**src/psd_pkg.sv**
```systemverilog
// Constants, types and helpers shared by the sample delay control block
package psd_pkg;

  // ---------------------------------------------------------------
  // Bus geometry
  // ---------------------------------------------------------------
  localparam int APB_AW = 16;
  localparam int APB_DW = 32;
  localparam int REG_INDEX_W = 14;
  localparam int BYTE_OFFSET_W = 2;
  localparam logic [BYTE_OFFSET_W-1:0] WORD_ALIGNED = 2'h0;

  // ---------------------------------------------------------------
  // Register indices (byte address is four times the index)
  // ---------------------------------------------------------------
  localparam logic [REG_INDEX_W-1:0] IDX_WHOLE_PRESET_0 = 14'h0B01;
  localparam logic [REG_INDEX_W-1:0] IDX_WHOLE_PRESET_1 = 14'h0B02;
  localparam logic [REG_INDEX_W-1:0] IDX_WHOLE_PRESET_2 = 14'h0B03;
  localparam logic [REG_INDEX_W-1:0] IDX_WHOLE_PRESET_3 = 14'h0B04;
  localparam logic [REG_INDEX_W-1:0] IDX_WHOLE_CTRL = 14'h0B05;
  localparam logic [REG_INDEX_W-1:0] IDX_FRACTION_CTRL = 14'h0B06;
  localparam logic [REG_INDEX_W-1:0] IDX_STATUS = 14'h0B10;

  // ---------------------------------------------------------------
  // Field layout
  // ---------------------------------------------------------------
  localparam int SHIFT_W = 4;
  localparam int SEL_W = 2;
  localparam int PRESET_COUNT = 4;
  localparam int SEL_LSB = 0;
  localparam int WHOLE_PIN_EN_BIT = 2;
  localparam int FD_PIN_EN_BIT = 2;
  localparam int FRACTION_DELAY_UNIT_ENABLE_BIT = 3;
  localparam int DOWNSAMPLE_EN_BIT = 4;
  localparam int EQ_CLK_SEL_BIT = 5;
  localparam int STATUS_WHOLE_LSB = 0;
  localparam int STATUS_FRACTION_LSB = 4;
  localparam int STATUS_FD_ACTIVE_BIT = 8;
  localparam int STATUS_PHASE_BIT = 9;
  localparam int FRACTION_LOG2 = 4;
  localparam int WHOLE_DELAY_W = 5;

  // ---------------------------------------------------------------
  // Reset values and codes
  // ---------------------------------------------------------------
  localparam logic [SHIFT_W-1:0] WHOLE_ZERO_CODE = 4'h8;
  localparam logic [SHIFT_W-1:0] WHOLE_SHIFT_RESET = 4'h0;
  localparam logic [SEL_W-1:0] SEL_RESET = 2'h0;
  localparam logic [5:0] FRACTION_CTRL_RESET = 6'h00;
  localparam logic [2:0] WHOLE_CTRL_RESET = 3'h0;

  typedef logic [SHIFT_W-1:0] psd_code_t;
  typedef logic [SEL_W-1:0] psd_sel_t;

  // Picks one of four presets by a two-bit select
  function automatic psd_code_t psd_pick(input psd_sel_t sel, input psd_code_t p0, input psd_code_t p1,
                                         input psd_code_t p2, input psd_code_t p3);
    unique case (sel)
      2'h0: psd_pick = p0;
      2'h1: psd_pick = p1;
      2'h2: psd_pick = p2;
      2'h3: psd_pick = p3;
    endcase
  endfunction

endpackage

```
**src/psd_buffer.sv**
```systemverilog
// Small valid/ready buffer built from flip-flops
`timescale 1ns/1ps
module psd_buffer #(
  parameter int W = 16,
  parameter int DEPTH = 2
) (
  // Clock and reset
  input wire logic i_core_clk,
  input wire logic i_rst,
  // Filling side
  input wire logic i_valid,
  input wire logic [W-1:0] i_data,
  output logic o_ready,
  // Draining side
  output logic o_valid,
  output logic [W-1:0] o_data,
  input wire logic i_ready
);
  localparam int PW = $clog2(DEPTH);
  logic [W-1:0] store [DEPTH];
  logic [PW-1:0] wr_ptr;
  logic [PW-1:0] rd_ptr;
  logic [PW:0] count;
  logic push;
  logic pop;

  assign o_ready = (count != (PW+1)'(DEPTH));
  assign o_valid = (count != '0);
  assign o_data = store[rd_ptr];
  assign push = i_valid & o_ready;
  assign pop = o_valid & i_ready;

  // Pointer wrap for any depth
  function automatic logic [PW-1:0] bump(input logic [PW-1:0] p);
    bump = (p == PW'(DEPTH - 1)) ? '0 : p + PW'(1);
  endfunction

  always_ff @(posedge i_core_clk) begin
    if (push) begin
      store[wr_ptr] <= i_data;
    end
  end

  always_ff @(posedge i_core_clk or posedge i_rst) begin
    if (i_rst) begin
      wr_ptr <= '0;
      rd_ptr <= '0;
      count <= '0;
    end else begin
      if (push) begin
        wr_ptr <= bump(wr_ptr);
      end
      if (pop) begin
        rd_ptr <= bump(rd_ptr);
      end
      count <= count + (PW+1)'(push) - (PW+1)'(pop);
    end
  end
endmodule

```
**src/psd_sync.sv**
```systemverilog
// Two-stage synchroniser for level inputs
`timescale 1ns/1ps
module psd_sync #(
  parameter int W = 2
) (
  // Clock and reset
  input wire logic i_core_clk,
  input wire logic i_rst,
  // Levels
  input wire logic [W-1:0] i_level,
  output logic [W-1:0] o_level
);
  logic [W-1:0] stage_one;

  always_ff @(posedge i_core_clk or posedge i_rst) begin
    if (i_rst) begin
      stage_one <= '0;
      o_level <= '0;
    end else begin
      stage_one <= i_level;
      o_level <= stage_one;
    end
  end
endmodule

```
**src/psd_top.sv**
```systemverilog
// Programmable sample delay control: registers, preset selection and delay datapath
`timescale 1ns/1ps
//
// Contract
// - Whole-cycle preset code n means a shift of n minus 8 cycles.
// - Code 8 is the zero-shift code of a whole-cycle preset.
// - Whole pin-enable bit 2 low: register select; high: input pin selects.
// - Whole select codes 0..3 choose presets 0..3; field resets to 0.
// - Fraction control bit 5 picks link-zero (0) or link-one (1) upsampler clock.
// - Fraction control bit 4 enables downsampling, in the datapath only while bit 3 is also set; resets to 0.
// - Fraction control bit 3 enables the fractional unit; resets disabled.
// - Fraction pin-enable bit 2 low: register select; high: input pin selects.
// - Fraction select in bits 1:0, reset 0, chooses the fractional preset.
// - Fraction select codes 0..3 choose fractional presets 0..3.
// - Fractional code n delays by n sixteenths of a cycle; 0 is none.
//
module psd_top #(
  parameter int DW = 16,
  parameter int BUF_DEPTH = 2,
  parameter psd_pkg::psd_code_t WHOLE_PRESET_RESET = psd_pkg::WHOLE_SHIFT_RESET
) (
  // Clock and reset
  input wire logic i_core_clk,
  input wire logic i_rst,
  // APB slave
  input wire logic i_psel,
  input wire logic i_penable,
  input wire logic i_pwrite,
  input wire logic [psd_pkg::APB_AW-1:0] i_paddr,
  input wire logic [psd_pkg::APB_DW-1:0] i_pwdata,
  input wire logic [3:0] i_pstrb,
  output logic [psd_pkg::APB_DW-1:0] o_prdata,
  output logic o_pready,
  output logic o_pslverr,
  // Pin preset selects
  input wire logic [psd_pkg::SEL_W-1:0] i_whole_delay_pin_select,
  input wire logic [psd_pkg::SEL_W-1:0] i_fraction_delay_pin_select,
  // Fractional presets held outside this block
  input wire logic [psd_pkg::SHIFT_W-1:0] i_fraction_shift_preset_0,
  input wire logic [psd_pkg::SHIFT_W-1:0] i_fraction_shift_preset_1,
  input wire logic [psd_pkg::SHIFT_W-1:0] i_fraction_shift_preset_2,
  input wire logic [psd_pkg::SHIFT_W-1:0] i_fraction_shift_preset_3,
  // Upstream sample stream
  input wire logic i_sample_valid,
  input wire logic signed [DW-1:0] i_sample_data,
  output logic o_sample_ready,
  // Delayed sample stream
  output logic o_delay_valid,
  output logic signed [DW-1:0] o_delay_data,
  input wire logic i_delay_ready,
  // Control levels
  output logic o_equaliser_upsampler_clock_select,
  output logic o_fraction_delay_unit_enable,
  output logic o_fraction_downsample_enable,
  output logic signed [psd_pkg::WHOLE_DELAY_W-1:0] o_whole_cycle_delay,
  output logic [psd_pkg::SHIFT_W-1:0] o_fraction_delay_code
);
  import psd_pkg::*;

  localparam int TAPS = (1 << SHIFT_W) + 1;
  localparam int PROD_W = DW + 1 + SHIFT_W + 1;

  // ---------------------------------------------------------------
  // Register state
  // ---------------------------------------------------------------
  psd_code_t whole_shift_preset [PRESET_COUNT];
  logic whole_delay_pin_select_enable;
  psd_sel_t whole_delay_preset_select;
  logic equaliser_upsampler_clock_select;
  logic fraction_downsample_enable;
  logic fraction_delay_unit_enable;
  logic fraction_delay_pin_select_enable;
  psd_sel_t fraction_delay_preset_select;

  // ---------------------------------------------------------------
  // APB decode
  // ---------------------------------------------------------------
  logic [REG_INDEX_W-1:0] reg_index;
  logic aligned;
  logic mapped;
  logic setup_phase;
  logic access_phase;
  logic write_strobe;
  logic [7:0] wr_byte;
  logic [APB_DW-1:0] next_prdata;

  assign reg_index = i_paddr[APB_AW-1:BYTE_OFFSET_W];
  assign aligned = (i_paddr[BYTE_OFFSET_W-1:0] == WORD_ALIGNED);
  assign setup_phase = i_psel & ~i_penable;
  assign access_phase = i_psel & i_penable;
  assign wr_byte = i_pwdata[7:0];

  always_comb begin
    unique case (reg_index)
      IDX_WHOLE_PRESET_0, IDX_WHOLE_PRESET_1, IDX_WHOLE_PRESET_2, IDX_WHOLE_PRESET_3,
      IDX_WHOLE_CTRL, IDX_FRACTION_CTRL, IDX_STATUS: mapped = aligned;
      default: mapped = 1'b0;
    endcase
  end

  // Zero-wait answer: the access phase always completes at once
  assign o_pready = access_phase;
  assign o_pslverr = access_phase & ~mapped;
  assign write_strobe = access_phase & i_pwrite & mapped & i_pstrb[0];

  // ---------------------------------------------------------------
  // Whole-cycle presets
  // ---------------------------------------------------------------
  always_ff @(posedge i_core_clk or posedge i_rst) begin
    if (i_rst) begin
      for (int p = 0; p < PRESET_COUNT; p++) begin
        whole_shift_preset[p] <= WHOLE_PRESET_RESET;
      end
    end else if (write_strobe) begin
      for (int p = 0; p < PRESET_COUNT; p++) begin
        if (reg_index == IDX_WHOLE_PRESET_0 + REG_INDEX_W'(p)) begin
          whole_shift_preset[p] <= wr_byte[SHIFT_W-1:0];
        end
      end
    end
  end

  // ---------------------------------------------------------------
  // Whole delay control
  // ---------------------------------------------------------------
  always_ff @(posedge i_core_clk or posedge i_rst) begin
    if (i_rst) begin
      whole_delay_pin_select_enable <= WHOLE_CTRL_RESET[WHOLE_PIN_EN_BIT];
      whole_delay_preset_select <= SEL_RESET;
    end else if (write_strobe && reg_index == IDX_WHOLE_CTRL) begin
      whole_delay_pin_select_enable <= wr_byte[WHOLE_PIN_EN_BIT];
      whole_delay_preset_select <= wr_byte[SEL_LSB +: SEL_W];
    end
  end

  // ---------------------------------------------------------------
  // Fractional delay control
  // ---------------------------------------------------------------
  always_ff @(posedge i_core_clk or posedge i_rst) begin
    if (i_rst) begin
      equaliser_upsampler_clock_select <= FRACTION_CTRL_RESET[EQ_CLK_SEL_BIT];
      fraction_downsample_enable <= FRACTION_CTRL_RESET[DOWNSAMPLE_EN_BIT];
      fraction_delay_unit_enable <= FRACTION_CTRL_RESET[FRACTION_DELAY_UNIT_ENABLE_BIT];
      fraction_delay_pin_select_enable <= FRACTION_CTRL_RESET[FD_PIN_EN_BIT];
      fraction_delay_preset_select <= SEL_RESET;
    end else if (write_strobe && reg_index == IDX_FRACTION_CTRL) begin
      equaliser_upsampler_clock_select <= wr_byte[EQ_CLK_SEL_BIT];
      fraction_downsample_enable <= wr_byte[DOWNSAMPLE_EN_BIT];
      fraction_delay_unit_enable <= wr_byte[FRACTION_DELAY_UNIT_ENABLE_BIT];
      fraction_delay_pin_select_enable <= wr_byte[FD_PIN_EN_BIT];
      fraction_delay_preset_select <= wr_byte[SEL_LSB +: SEL_W];
    end
  end

  // ---------------------------------------------------------------
  // Pin select synchronisers
  // ---------------------------------------------------------------
  psd_sel_t whole_pin_sync;
  psd_sel_t fraction_pin_sync;

  psd_sync #(
    .W(2 * SEL_W)
  ) psd_sync_inst (
    .i_core_clk(i_core_clk),
    .i_rst(i_rst),
    .i_level({i_whole_delay_pin_select, i_fraction_delay_pin_select}),
    .o_level({whole_pin_sync, fraction_pin_sync})
  );

  // ---------------------------------------------------------------
  // Preset selection
  // ---------------------------------------------------------------
  psd_sel_t whole_active_select;
  psd_sel_t fraction_active_select;
  psd_code_t next_whole_code;
  psd_code_t next_fraction_code;
  psd_code_t whole_code;
  psd_code_t fraction_code;

  assign whole_active_select = whole_delay_pin_select_enable ? whole_pin_sync
                                                             : whole_delay_preset_select;
  assign fraction_active_select = fraction_delay_pin_select_enable ? fraction_pin_sync
                                                                   : fraction_delay_preset_select;
  assign next_whole_code = psd_pick(whole_active_select, whole_shift_preset[0], whole_shift_preset[1],
                                    whole_shift_preset[2], whole_shift_preset[3]);
  assign next_fraction_code = psd_pick(fraction_active_select, i_fraction_shift_preset_0,
                                       i_fraction_shift_preset_1, i_fraction_shift_preset_2,
                                       i_fraction_shift_preset_3);

  // Registered so that the datapath and status read see one stable code per cycle; the control outputs register next_whole_code and next_fraction_code
  always_ff @(posedge i_core_clk or posedge i_rst) begin
    if (i_rst) begin
      whole_code <= WHOLE_PRESET_RESET;
      fraction_code <= '0;
    end else begin
      whole_code <= next_whole_code;
      fraction_code <= next_fraction_code;
    end
  end

  // ---------------------------------------------------------------
  // Control outputs
  // ---------------------------------------------------------------
  always_ff @(posedge i_core_clk or posedge i_rst) begin
    if (i_rst) begin
      o_equaliser_upsampler_clock_select <= FRACTION_CTRL_RESET[EQ_CLK_SEL_BIT];
      o_fraction_delay_unit_enable <= FRACTION_CTRL_RESET[FRACTION_DELAY_UNIT_ENABLE_BIT];
      o_fraction_downsample_enable <= FRACTION_CTRL_RESET[DOWNSAMPLE_EN_BIT];
      o_whole_cycle_delay <= '0;
      o_fraction_delay_code <= '0;
    end else begin
      o_equaliser_upsampler_clock_select <= equaliser_upsampler_clock_select;
      o_fraction_delay_unit_enable <= fraction_delay_unit_enable;
      o_fraction_downsample_enable <= fraction_downsample_enable;
      // Signed shift relative to the zero code
      o_whole_cycle_delay <= $signed({1'b0, next_whole_code})
                             - $signed({1'b0, WHOLE_ZERO_CODE});
      o_fraction_delay_code <= fraction_delay_unit_enable ? next_fraction_code : '0;
    end
  end

  // ---------------------------------------------------------------
  // Sample delay line
  // ---------------------------------------------------------------
  logic signed [DW-1:0] history [TAPS-1];
  logic signed [DW-1:0] taps [TAPS];
  logic buf_in_ready;
  logic accept;
  logic ds_phase;
  logic push;

  assign o_sample_ready = buf_in_ready;
  assign accept = i_sample_valid & buf_in_ready;

  always_comb begin
    taps[0] = i_sample_data;
    for (int t = 1; t < TAPS; t++) begin
      taps[t] = history[t-1];
    end
  end

  // Each accepted sample moves the whole line one place
  always_ff @(posedge i_core_clk or posedge i_rst) begin
    if (i_rst) begin
      for (int t = 0; t < TAPS - 1; t++) begin
        history[t] <= '0;
      end
    end else if (accept) begin
      for (int t = 0; t < TAPS - 1; t++) begin
        history[t] <= taps[t];
      end
    end
  end

  // ---------------------------------------------------------------
  // Fractional interpolation
  // ---------------------------------------------------------------
  // Code 8 gives the base latency; lower codes advance, higher codes retard
  logic signed [DW-1:0] near_tap;
  logic signed [DW-1:0] far_tap;
  logic signed [DW:0] tap_diff;
  logic signed [PROD_W-1:0] tap_prod;
  logic signed [PROD_W-1:0] tap_step;
  logic signed [DW-1:0] next_sample;

  assign near_tap = taps[whole_code];
  assign far_tap = taps[{1'b0, whole_code} + (SHIFT_W+1)'(1)];
  assign tap_diff = $signed({far_tap[DW-1], far_tap}) - $signed({near_tap[DW-1], near_tap});
  assign tap_prod = PROD_W'(tap_diff * $signed({1'b0, fraction_code}));
  assign tap_step = tap_prod >>> FRACTION_LOG2;

  always_comb begin
    if (fraction_delay_unit_enable) begin
      next_sample = near_tap + tap_step[DW-1:0];
    end else begin
      next_sample = near_tap;
    end
  end

  // ---------------------------------------------------------------
  // Downsampling
  // ---------------------------------------------------------------
  // Keeps every second accepted sample while enabled
  always_ff @(posedge i_core_clk or posedge i_rst) begin
    if (i_rst) begin
      ds_phase <= 1'b0;
    end else if (!(fraction_delay_unit_enable && fraction_downsample_enable)) begin
      ds_phase <= 1'b0;
    end else if (accept) begin
      ds_phase <= ~ds_phase;
    end
  end

  assign push = accept & ~(fraction_delay_unit_enable & fraction_downsample_enable & ds_phase);

  // ---------------------------------------------------------------
  // Output buffer
  // ---------------------------------------------------------------
  logic [DW-1:0] buf_out_data;

  psd_buffer #(
    .W(DW),
    .DEPTH(BUF_DEPTH)
  ) psd_buffer_inst (
    .i_core_clk(i_core_clk),
    .i_rst(i_rst),
    .i_valid(push),
    .i_data(next_sample),
    .o_ready(buf_in_ready),
    .o_valid(o_delay_valid),
    .o_data(buf_out_data),
    .i_ready(i_delay_ready)
  );

  assign o_delay_data = $signed(buf_out_data);

  // ---------------------------------------------------------------
  // Register read
  // ---------------------------------------------------------------
  always_comb begin
    next_prdata = '0;
    unique case (reg_index)
      IDX_WHOLE_PRESET_0: next_prdata[SHIFT_W-1:0] = whole_shift_preset[0];
      IDX_WHOLE_PRESET_1: next_prdata[SHIFT_W-1:0] = whole_shift_preset[1];
      IDX_WHOLE_PRESET_2: next_prdata[SHIFT_W-1:0] = whole_shift_preset[2];
      IDX_WHOLE_PRESET_3: next_prdata[SHIFT_W-1:0] = whole_shift_preset[3];
      IDX_WHOLE_CTRL: begin
        next_prdata[WHOLE_PIN_EN_BIT] = whole_delay_pin_select_enable;
        next_prdata[SEL_LSB +: SEL_W] = whole_delay_preset_select;
      end
      IDX_FRACTION_CTRL: begin
        next_prdata[EQ_CLK_SEL_BIT] = equaliser_upsampler_clock_select;
        next_prdata[DOWNSAMPLE_EN_BIT] = fraction_downsample_enable;
        next_prdata[FRACTION_DELAY_UNIT_ENABLE_BIT] = fraction_delay_unit_enable;
        next_prdata[FD_PIN_EN_BIT] = fraction_delay_pin_select_enable;
        next_prdata[SEL_LSB +: SEL_W] = fraction_delay_preset_select;
      end
      IDX_STATUS: begin
        next_prdata[STATUS_WHOLE_LSB +: SHIFT_W] = whole_code;
        next_prdata[STATUS_FRACTION_LSB +: SHIFT_W] = fraction_code;
        next_prdata[STATUS_FD_ACTIVE_BIT] = fraction_delay_unit_enable;
        next_prdata[STATUS_PHASE_BIT] = ds_phase;
      end
      default: next_prdata = '0;
    endcase
    if (!aligned) begin
      next_prdata = '0;
    end
  end

  // Read data is captured in the setup phase and held through access
  always_ff @(posedge i_core_clk or posedge i_rst) begin
    if (i_rst) begin
      o_prdata <= '0;
    end else if (setup_phase) begin
      o_prdata <= next_prdata;
    end
  end
endmodule
```
**config.mk**
```make
export PLATFORM = sky130hd
export DESIGN_NAME = psd_top
export DESIGN_NICKNAME = d
export VERILOG_FILES = /design/src/psd_pkg.sv /design/src/psd_buffer.sv /design/src/psd_sync.sv /design/src/psd_top.sv
export SDC_FILE = /design/constraint.sdc
export NUM_CORES = 1
export LEC_CHECK = 0
export BUFFER_PORTS_ARGS = -buffer_cell sky130_fd_sc_hd__buf_2
export CAP_MARGIN = 10
export CELL_PAD_IN_SITES_DETAIL_PLACEMENT = 0
export CELL_PAD_IN_SITES_GLOBAL_PLACEMENT = 2
export CORE_MARGIN = 5
export CORE_UTILIZATION = 43
export DETAILED_ROUTE_END_ITERATION = 8
export GPL_ROUTABILITY_DRIVEN = 0
export PLACE_DENSITY_LB_ADDON = 0.12
export SYNTH_ARGS = -nofsm -noshare
export SYNTH_HDL_FRONTEND = slang
export SYNTH_SLANG_ARGS = --single-unit
```
**constraint.sdc**
```tcl
create_clock -name i_core_clk -period 11.1 [get_ports i_core_clk]
set_clock_uncertainty 0.05 [all_clocks]
set_input_delay 0.555 -clock i_core_clk [delete_from_list [all_inputs] [get_ports i_core_clk]]
set_output_delay 0.555 -clock i_core_clk [all_outputs]
set_load 0.1 [all_outputs]
```
==> flow_summary_export.csv, run 1 <==
group,metric,value,unit
logic_synthesis,syn_inst,1638,
worst_setup_path,cpPeakStageDelay,840,ps
sta,fmax,0.100,GHz
worst_setup_path,cp_max_fo,42,
sta,final_hold_viol_count,0,
clock_tree,cts_tree,"built",
floorplan,die_area,0.0548,mm²
global_route,grt_max_degree,174,
worst_setup_path,critPathMostFrequentCell,"ha_1",
clock_tree,post_cts_buffers,0,
final_layout,fin_nets,1914,
logic_synthesis,yosysTopAreaCell,"dfrtp_1",
logic_synthesis,synth-seq-cells,352,
hold_path,min_path_type,"in2async",
logic_synthesis,avgSynthCellArea,13.2,µm²
global_route,met3_usage,0.0245,
logic_synthesis,synth_top_area_frac,0.371,
worst_setup_path,path_class,"reg2reg",
sta,min_period,10000,ps
logic_synthesis,synth_area,0.0216,mm²
floorplan,rows,82,
sta,min_period_over_period,0.901,
placed_design,portBuffers,107,
detailed_routing,drt_wl_total,51300,µm
detailed_routing,via_per_inst,5.58,
logic_synthesis,synth_edf_count,32,
detailed_routing,ant_nets,0,
floorplan,die_h,234,µm
job,timing.max_cap.violations,0,
global_route,top_usage_layer,"met2",
final_layout,final_cell_mix,"318 x dfrtp_1, 299 x mux2_2, 152 x mux4_2",
clock_tree,cts.reportedPaths.clkPinSlew,60,ps
global_route,antenna_found_initial,2,
final_layout,area_growth,11.8,%
sta,rsz0062_at_grt,"no",
clock_tree,numCtsBuffers,42,
sta,maxSlewHeadroom,0.279,
worst_setup_path,cp_top_family,"adder cells",
clock_tree,insertion_delay,550,ps
detailed_routing,post_drt_wl_per_cell,21.2,µm
global_route,overflow,0,
clock_tree,cts_max_level,2,
floorplan,coreArea,0.0499,mm²
global_route,gr-usage-all-layers,0.189,
logic_synthesis,yosysWarnings,0,
worst_setup_path,required,11330,ps
run_status,status,"finished, final reports clean",
worst_setup_path,end_kind,"register",
global_route,grt.met1_usage,0.258,
logic_synthesis,synthArstFlopShare,0.909,
detailed_routing,dr.pass1.iters,5,
floorplan,initial_core_util,0.433,
logic_synthesis,synthTopCellsByArea,"dfrtp_1 37%, mux4_2 16%, mux2_2 16%, edfxtp_1 4.5%, ha_1 4.1%",
global_route,met2_usage,0.329,
sta,worst_pin_slew,1080,ps
final_layout,fin_util,0.484,
final_layout,layout_commonest_cell,"dfrtp_1",
sta,setup_viol,0,
clock_tree,root_buffer,"clkbuf_16",
logic_synthesis,yosysUniqueCellTypes,67,
worst_setup_path,worstPathArrival,10230,ps
placed_design,hpwl,36400,µm
floorplan,io_pins,159,
floorplan,dieWidth,234,µm
clock_tree,hold_buffers,0,
logic_synthesis,synth_ff_type,"dfrtp_1",
worst_setup_path,crit_path_start_kind,"register",
global_route,grt_pass1_vias,13800,
final_layout,layout-drive-gt1-share,0.379,
detailed_routing,drt_iter0_drc,694,
clock_tree,clock-sinks,352,
sta,tns,0,ps
worst_setup_path,cp_num_buf_inv,3,
sta,slew_violations,0,
global_route,grt_pass1_wl,80700,µm
detailed_routing,vias,13500,
clock_tree,cts_resized,0,
logic_synthesis,ys_seq_area_frac,0.415,
worst_setup_path,crit_slowest_cell,"ha_4",
detailed_routing,drc,0,
clock_tree,cts_buffer_depth,3,
-- cell usage after synthesis (20+ instances only) --
master,n
a21oi_1,23
and2_1,43
buf_4,26
clkbuf_1,65
dfrtp_1,320
edfxtp_1,32
fa_1,33
ha_1,71
inv_1,93
mux2_2,299
mux2i_1,41
mux4_2,152
nand2_1,89
nor2_1,33
nor2b_1,20
o21ai_0,39
xnor2_1,29
-- cells by family after synthesis --
family | count (synthesis) | share of synthesized area
xor gates and xnor gates | 46 | 0.0187
other | 1 | 0.000174
DFF | 352 | 0.415
AOI/OAI and AO/OA | 165 | 0.0546
muxes | 492 | 0.334
and+or+nand+nor | 267 | 0.0639
buffers and inverters | 211 | 0.0419
adders and majority gates | 104 | 0.0718
-- routing by layer --
layer | wire length [µm] | share of wire
met5 | 0 | 0
met2 | 26600 | 0.52
met1 | 22800 | 0.44
met4 | 691 | 0.013
met3 | 1160 | 0.023
-- stage by stage --
stage | setup slack, ps | hold WS [ps] | std cells | instance area (µm²)
3_3_place_gp | 1050 | 282 | 2343 | 22700
5_1_grt | 361 | 37.0 | 2417 | 24100
3_5_place_dp | 1030 | 289 | 2343 | 22700
6_report | 1100 | 51.6 | 2420 | 24100
2_1_floorplan | 1640 | 281 | 1659 | 21700
4_1_cts | 976 | 29.0 | 2417 | 24100
-- final timing paths --
check	cells after the start	start	slack [ps]	to
worst max-delay path	38	o_whole_cycle_delay[1]$_DFF_PP0_	1100	psd_buffer_inst.store[1][15]$_DFFE_PP_
worst min-delay path	2	i_rst	50	o_whole_cycle_delay[3]$_DFF_PP0_
worst max register to register	38	o_whole_cycle_delay[1]$_DFF_PP0_	1100	psd_buffer_inst.store[1][15]$_DFFE_PP_
worst min register to register	0	psd_sync_inst.stage_one[3]$_DFF_PP0_	300	psd_sync_inst.o_level[3]$_DFF_PP0_
max in group asynchronous	3	i_rst	9360	psd_buffer_inst.rd_ptr$_DFFE_PP0P_
min in group i_core_clk	1	i_fraction_delay_pin_select[0]	70	psd_sync_inst.stage_one[0]$_DFF_PP0_
-- layout make-up --
class                           count  area (µm²)
Fill cell                        4510       25700
Antenna cell                        3        7.51
Clock inverter                      9         124
Timing Repair Buffer              130         721
Multi-Input combinational cell   1096       11800
Tap cell                          672         841
Clock buffer                       65        1270
Sequential cell                   352        8980
Inverter                           93         357
-- worst reg2reg max path, delay by kind of cell, from the launching register on --
kind | cells | cell delay, ps
and+or+nand+nor | 10 | 1650
adders and majority gates | 7 | 3100
muxes | 2 | 580
AOI/OAI and AO/OA | 13 | 2970
buffers and inverters | 3 | 200
DFF | 1 | 690
xor gates and xnor gates | 3 | 510
-- sequential cells by signal (all words and copies together), names as in the netlist, 2 cells and up --
name,cells
history,256
psd_buffer_inst.store,32
whole_shift_preset,16
o_prdata,10
fraction_code,4
o_fraction_delay_code,4
o_whole_cycle_delay,4
psd_sync_inst.o_level,4
psd_sync_inst.stage_one,4
fraction_delay_preset_select,2
psd_buffer_inst.count,2
whole_delay_preset_select,2
Power of run 1 is not shown: default switching activity piles up to over one toggle a cycle in this logic, so the estimate is an artifact.
==> run 2: changes to the inputs <==
--- a/config.mk
+++ b/config.mk
@@ -10,7 +10,7 @@
 export CELL_PAD_IN_SITES_DETAIL_PLACEMENT = 0
 export CELL_PAD_IN_SITES_GLOBAL_PLACEMENT = 2
 export CORE_MARGIN = 5
-export CORE_UTILIZATION = 43
+export CORE_UTILIZATION = 46
 export DETAILED_ROUTE_END_ITERATION = 8
 export GPL_ROUTABILITY_DRIVEN = 0
 export PLACE_DENSITY_LB_ADDON = 0.12
==> constraint.sdc (replaced) <==
create_clock -name i_core_clk -period 12.36 [get_ports i_core_clk]
set_clock_uncertainty 0.05 [all_clocks]
set_input_delay 0.618 -clock i_core_clk [delete_from_list [all_inputs] [get_ports i_core_clk]]
set_output_delay 0.618 -clock i_core_clk [all_outputs]
set_load 0.1 [all_outputs]
==> run 2 against run 1 <==
Routed wire length is 2.2% lower. Final cell count is 3.0% lower. Register-to-register slack better by 1000 ps. Non-clock buffer count is 4 lower. First-iteration DRC count is 3.0% lower. Worst hold slack better by 55 ps. Setup slack better by 1000 ps. Core utilization is 3.5 points higher. Critical path type unchanged.
==> flow_summary_export.csv, run 2 (synthesis results as in run 1) <==
group,metric,value,unit
clock_tree,clock-sinks,352,
sta,worst_pin_slew,1070,ps
worst_setup_path,worstPathArrival,10490,ps
hold_path,hp-start,"i_whole_delay_pin_select[0]",
global_route,grt_pass1_vias,14000,
worst_setup_path,cpPeakStageDelay,910,ps
sta,maxSlewHeadroom,0.285,
floorplan,initial_core_util,0.465,
sta,tns,0,ps
detailed_routing,dr.pass1.iters,5,
detailed_routing,ant_nets,0,
final_layout,area_growth,11.7,%
floorplan,io_pins,159,
run_status,status,"finished, final reports clean",
final_layout,fin_nets,1909,
sta,fmax,0.0979,GHz
placed_design,hpwl,35100,µm
sta,min_period,10210,ps
worst_setup_path,end_kind,"register",
worst_setup_path,path_class,"reg2reg",
detailed_routing,via_per_inst,5.72,
final_layout,top_regs,"history (256), psd_buffer_inst.store (32), whole_shift_preset (16)",
worst_setup_path,critPathLaunch,"o_whole_cycle_delay[1]$_DFF_PP0_",
global_route,grt_pass1_wl,80600,µm
floorplan,dieWidth,227,µm
detailed_routing,drt_iter0_drc,673,
worst_setup_path,required,12630,ps
clock_tree,cts.reportedPaths.clkPinSlew,60,ps
sta,slew_violations,0,
clock_tree,cts_buffer_depth,3,
detailed_routing,vias,13400,
final_layout,layout-drive-gt1-share,0.378,
hold_path,min_path_type,"in2reg",
clock_tree,cts_tree,"built",
clock_tree,numCtsBuffers,41,
job,timing.max_cap.violations,0,
worst_setup_path,crit_slowest_cell,"nor4b_4",
global_route,grt_max_degree,125,
sta,setup_viol,0,
final_layout,final_cell_mix,"318 x dfrtp_1, 299 x mux2_2, 152 x mux4_2",
worst_setup_path,reg2reg_from,"o_whole_cycle_delay[1]$_DFF_PP0_",
clock_tree,post_cts_buffers,0,
sta,rsz0062_at_grt,"no",
floorplan,coreArea,0.0465,mm²
final_layout,n_antenna_cell,0,
final_layout,largest-register,"history",
global_route,gr-usage-all-layers,0.200,
clock_tree,hold_buffers,0,
global_route,antenna_found_initial,0,
worst_setup_path,crit_path_start_kind,"register",
final_layout,layout_commonest_cell,"dfrtp_1",
clock_tree,cts_resized,0,
detailed_routing,drt_wl_total,50200,µm
floorplan,die_h,227,µm
placed_design,portBuffers,107,
detailed_routing,post_drt_wl_per_cell,21.4,µm
clock_tree,cts_max_level,2,
floorplan,rows,79,
sta,min_period_over_period,0.826,
worst_setup_path,cp_max_fo,33,
detailed_routing,drc,0,
final_layout,n_fill_cell,4035,
floorplan,die_area,0.0514,mm²
clock_tree,root_buffer,"clkbuf_16",
global_route,overflow,0,
clock_tree,insertion_delay,570,ps
sta,final_hold_viol_count,0,
final_layout,largest_reg_flops,256,
run 2: stage by stage:
stage / util / setup WS, ps / std cells / cell area, µm² / hold slack (ps)
3_5_place_dp: 0.488 / 2020 / 2274 / 22700 / 287
4_1_cts: 0.519 / 1970 / 2347 / 24100 / 66.3
5_1_grt: 0.519 / 1500 / 2347 / 24100 / 72.9
6_report: 0.519 / 2150 / 2347 / 24100 / 107
2_1_floorplan: - / 2840 / 1659 / 21700 / 281
3_3_place_gp: 0.488 / 1980 / 2274 / 22700 / 283
run 2: layout make-up:
| type | instances | area [µm²] | area share |
|---|---|---|---|
| clock buffers | 58 | 1200 | 0.0499 |
| inverters | 93 | 357 | 0.0148 |
| clock inverters | 15 | 250 | 0.0104 |
| well taps | 607 | 759 | 0.0315 |
| repair buffers | 126 | 703 | 0.0292 |
| flip-flops and latches | 352 | 8980 | 0.372 |
| multi-input cells | 1096 | 11900 | 0.492 |
run 2: layer usage:
metal,share of wire,track usage,up-vias
met5,0,0,-
met4,0.016,0.0429,0
met3,0.028,0.0295,54
met2,0.51,0.343,138
met1,0.44,0.273,7037
li1,-,-,6197
run 2: path summary, 6_finish.rpt:
path	to	slack, ps	cells past startpoint
max in group asynchronous	history[186]$_DFFE_PP0P_	9870	4
setup / recovery	psd_buffer_inst.store[0][15]$_DFFE_PP_	2150	35
min in group asynchronous	psd_sync_inst.stage_one[2]$_DFF_PP0_	170	2
hold reg to reg	psd_sync_inst.o_level[2]$_DFF_PP0_	300	0
hold / removal	psd_sync_inst.stage_one[2]$_DFF_PP0_	110	1
setup reg to reg	psd_buffer_inst.store[0][15]$_DFFE_PP_	2150	35
run 2: worst max-delay path, delay by kind of cell, from the launching register on:
family	cells	cell delay, ps
AND/OR/NAND/NOR	8	2000
XOR/XNOR	6	1430
flip-flops	1	810
buffers and inverters	3	420
AO/OA/AOI/OAI	12	3090
adder cells (fa/ha/maj)	6	2120
Power of run 2 is left out for the same reason.
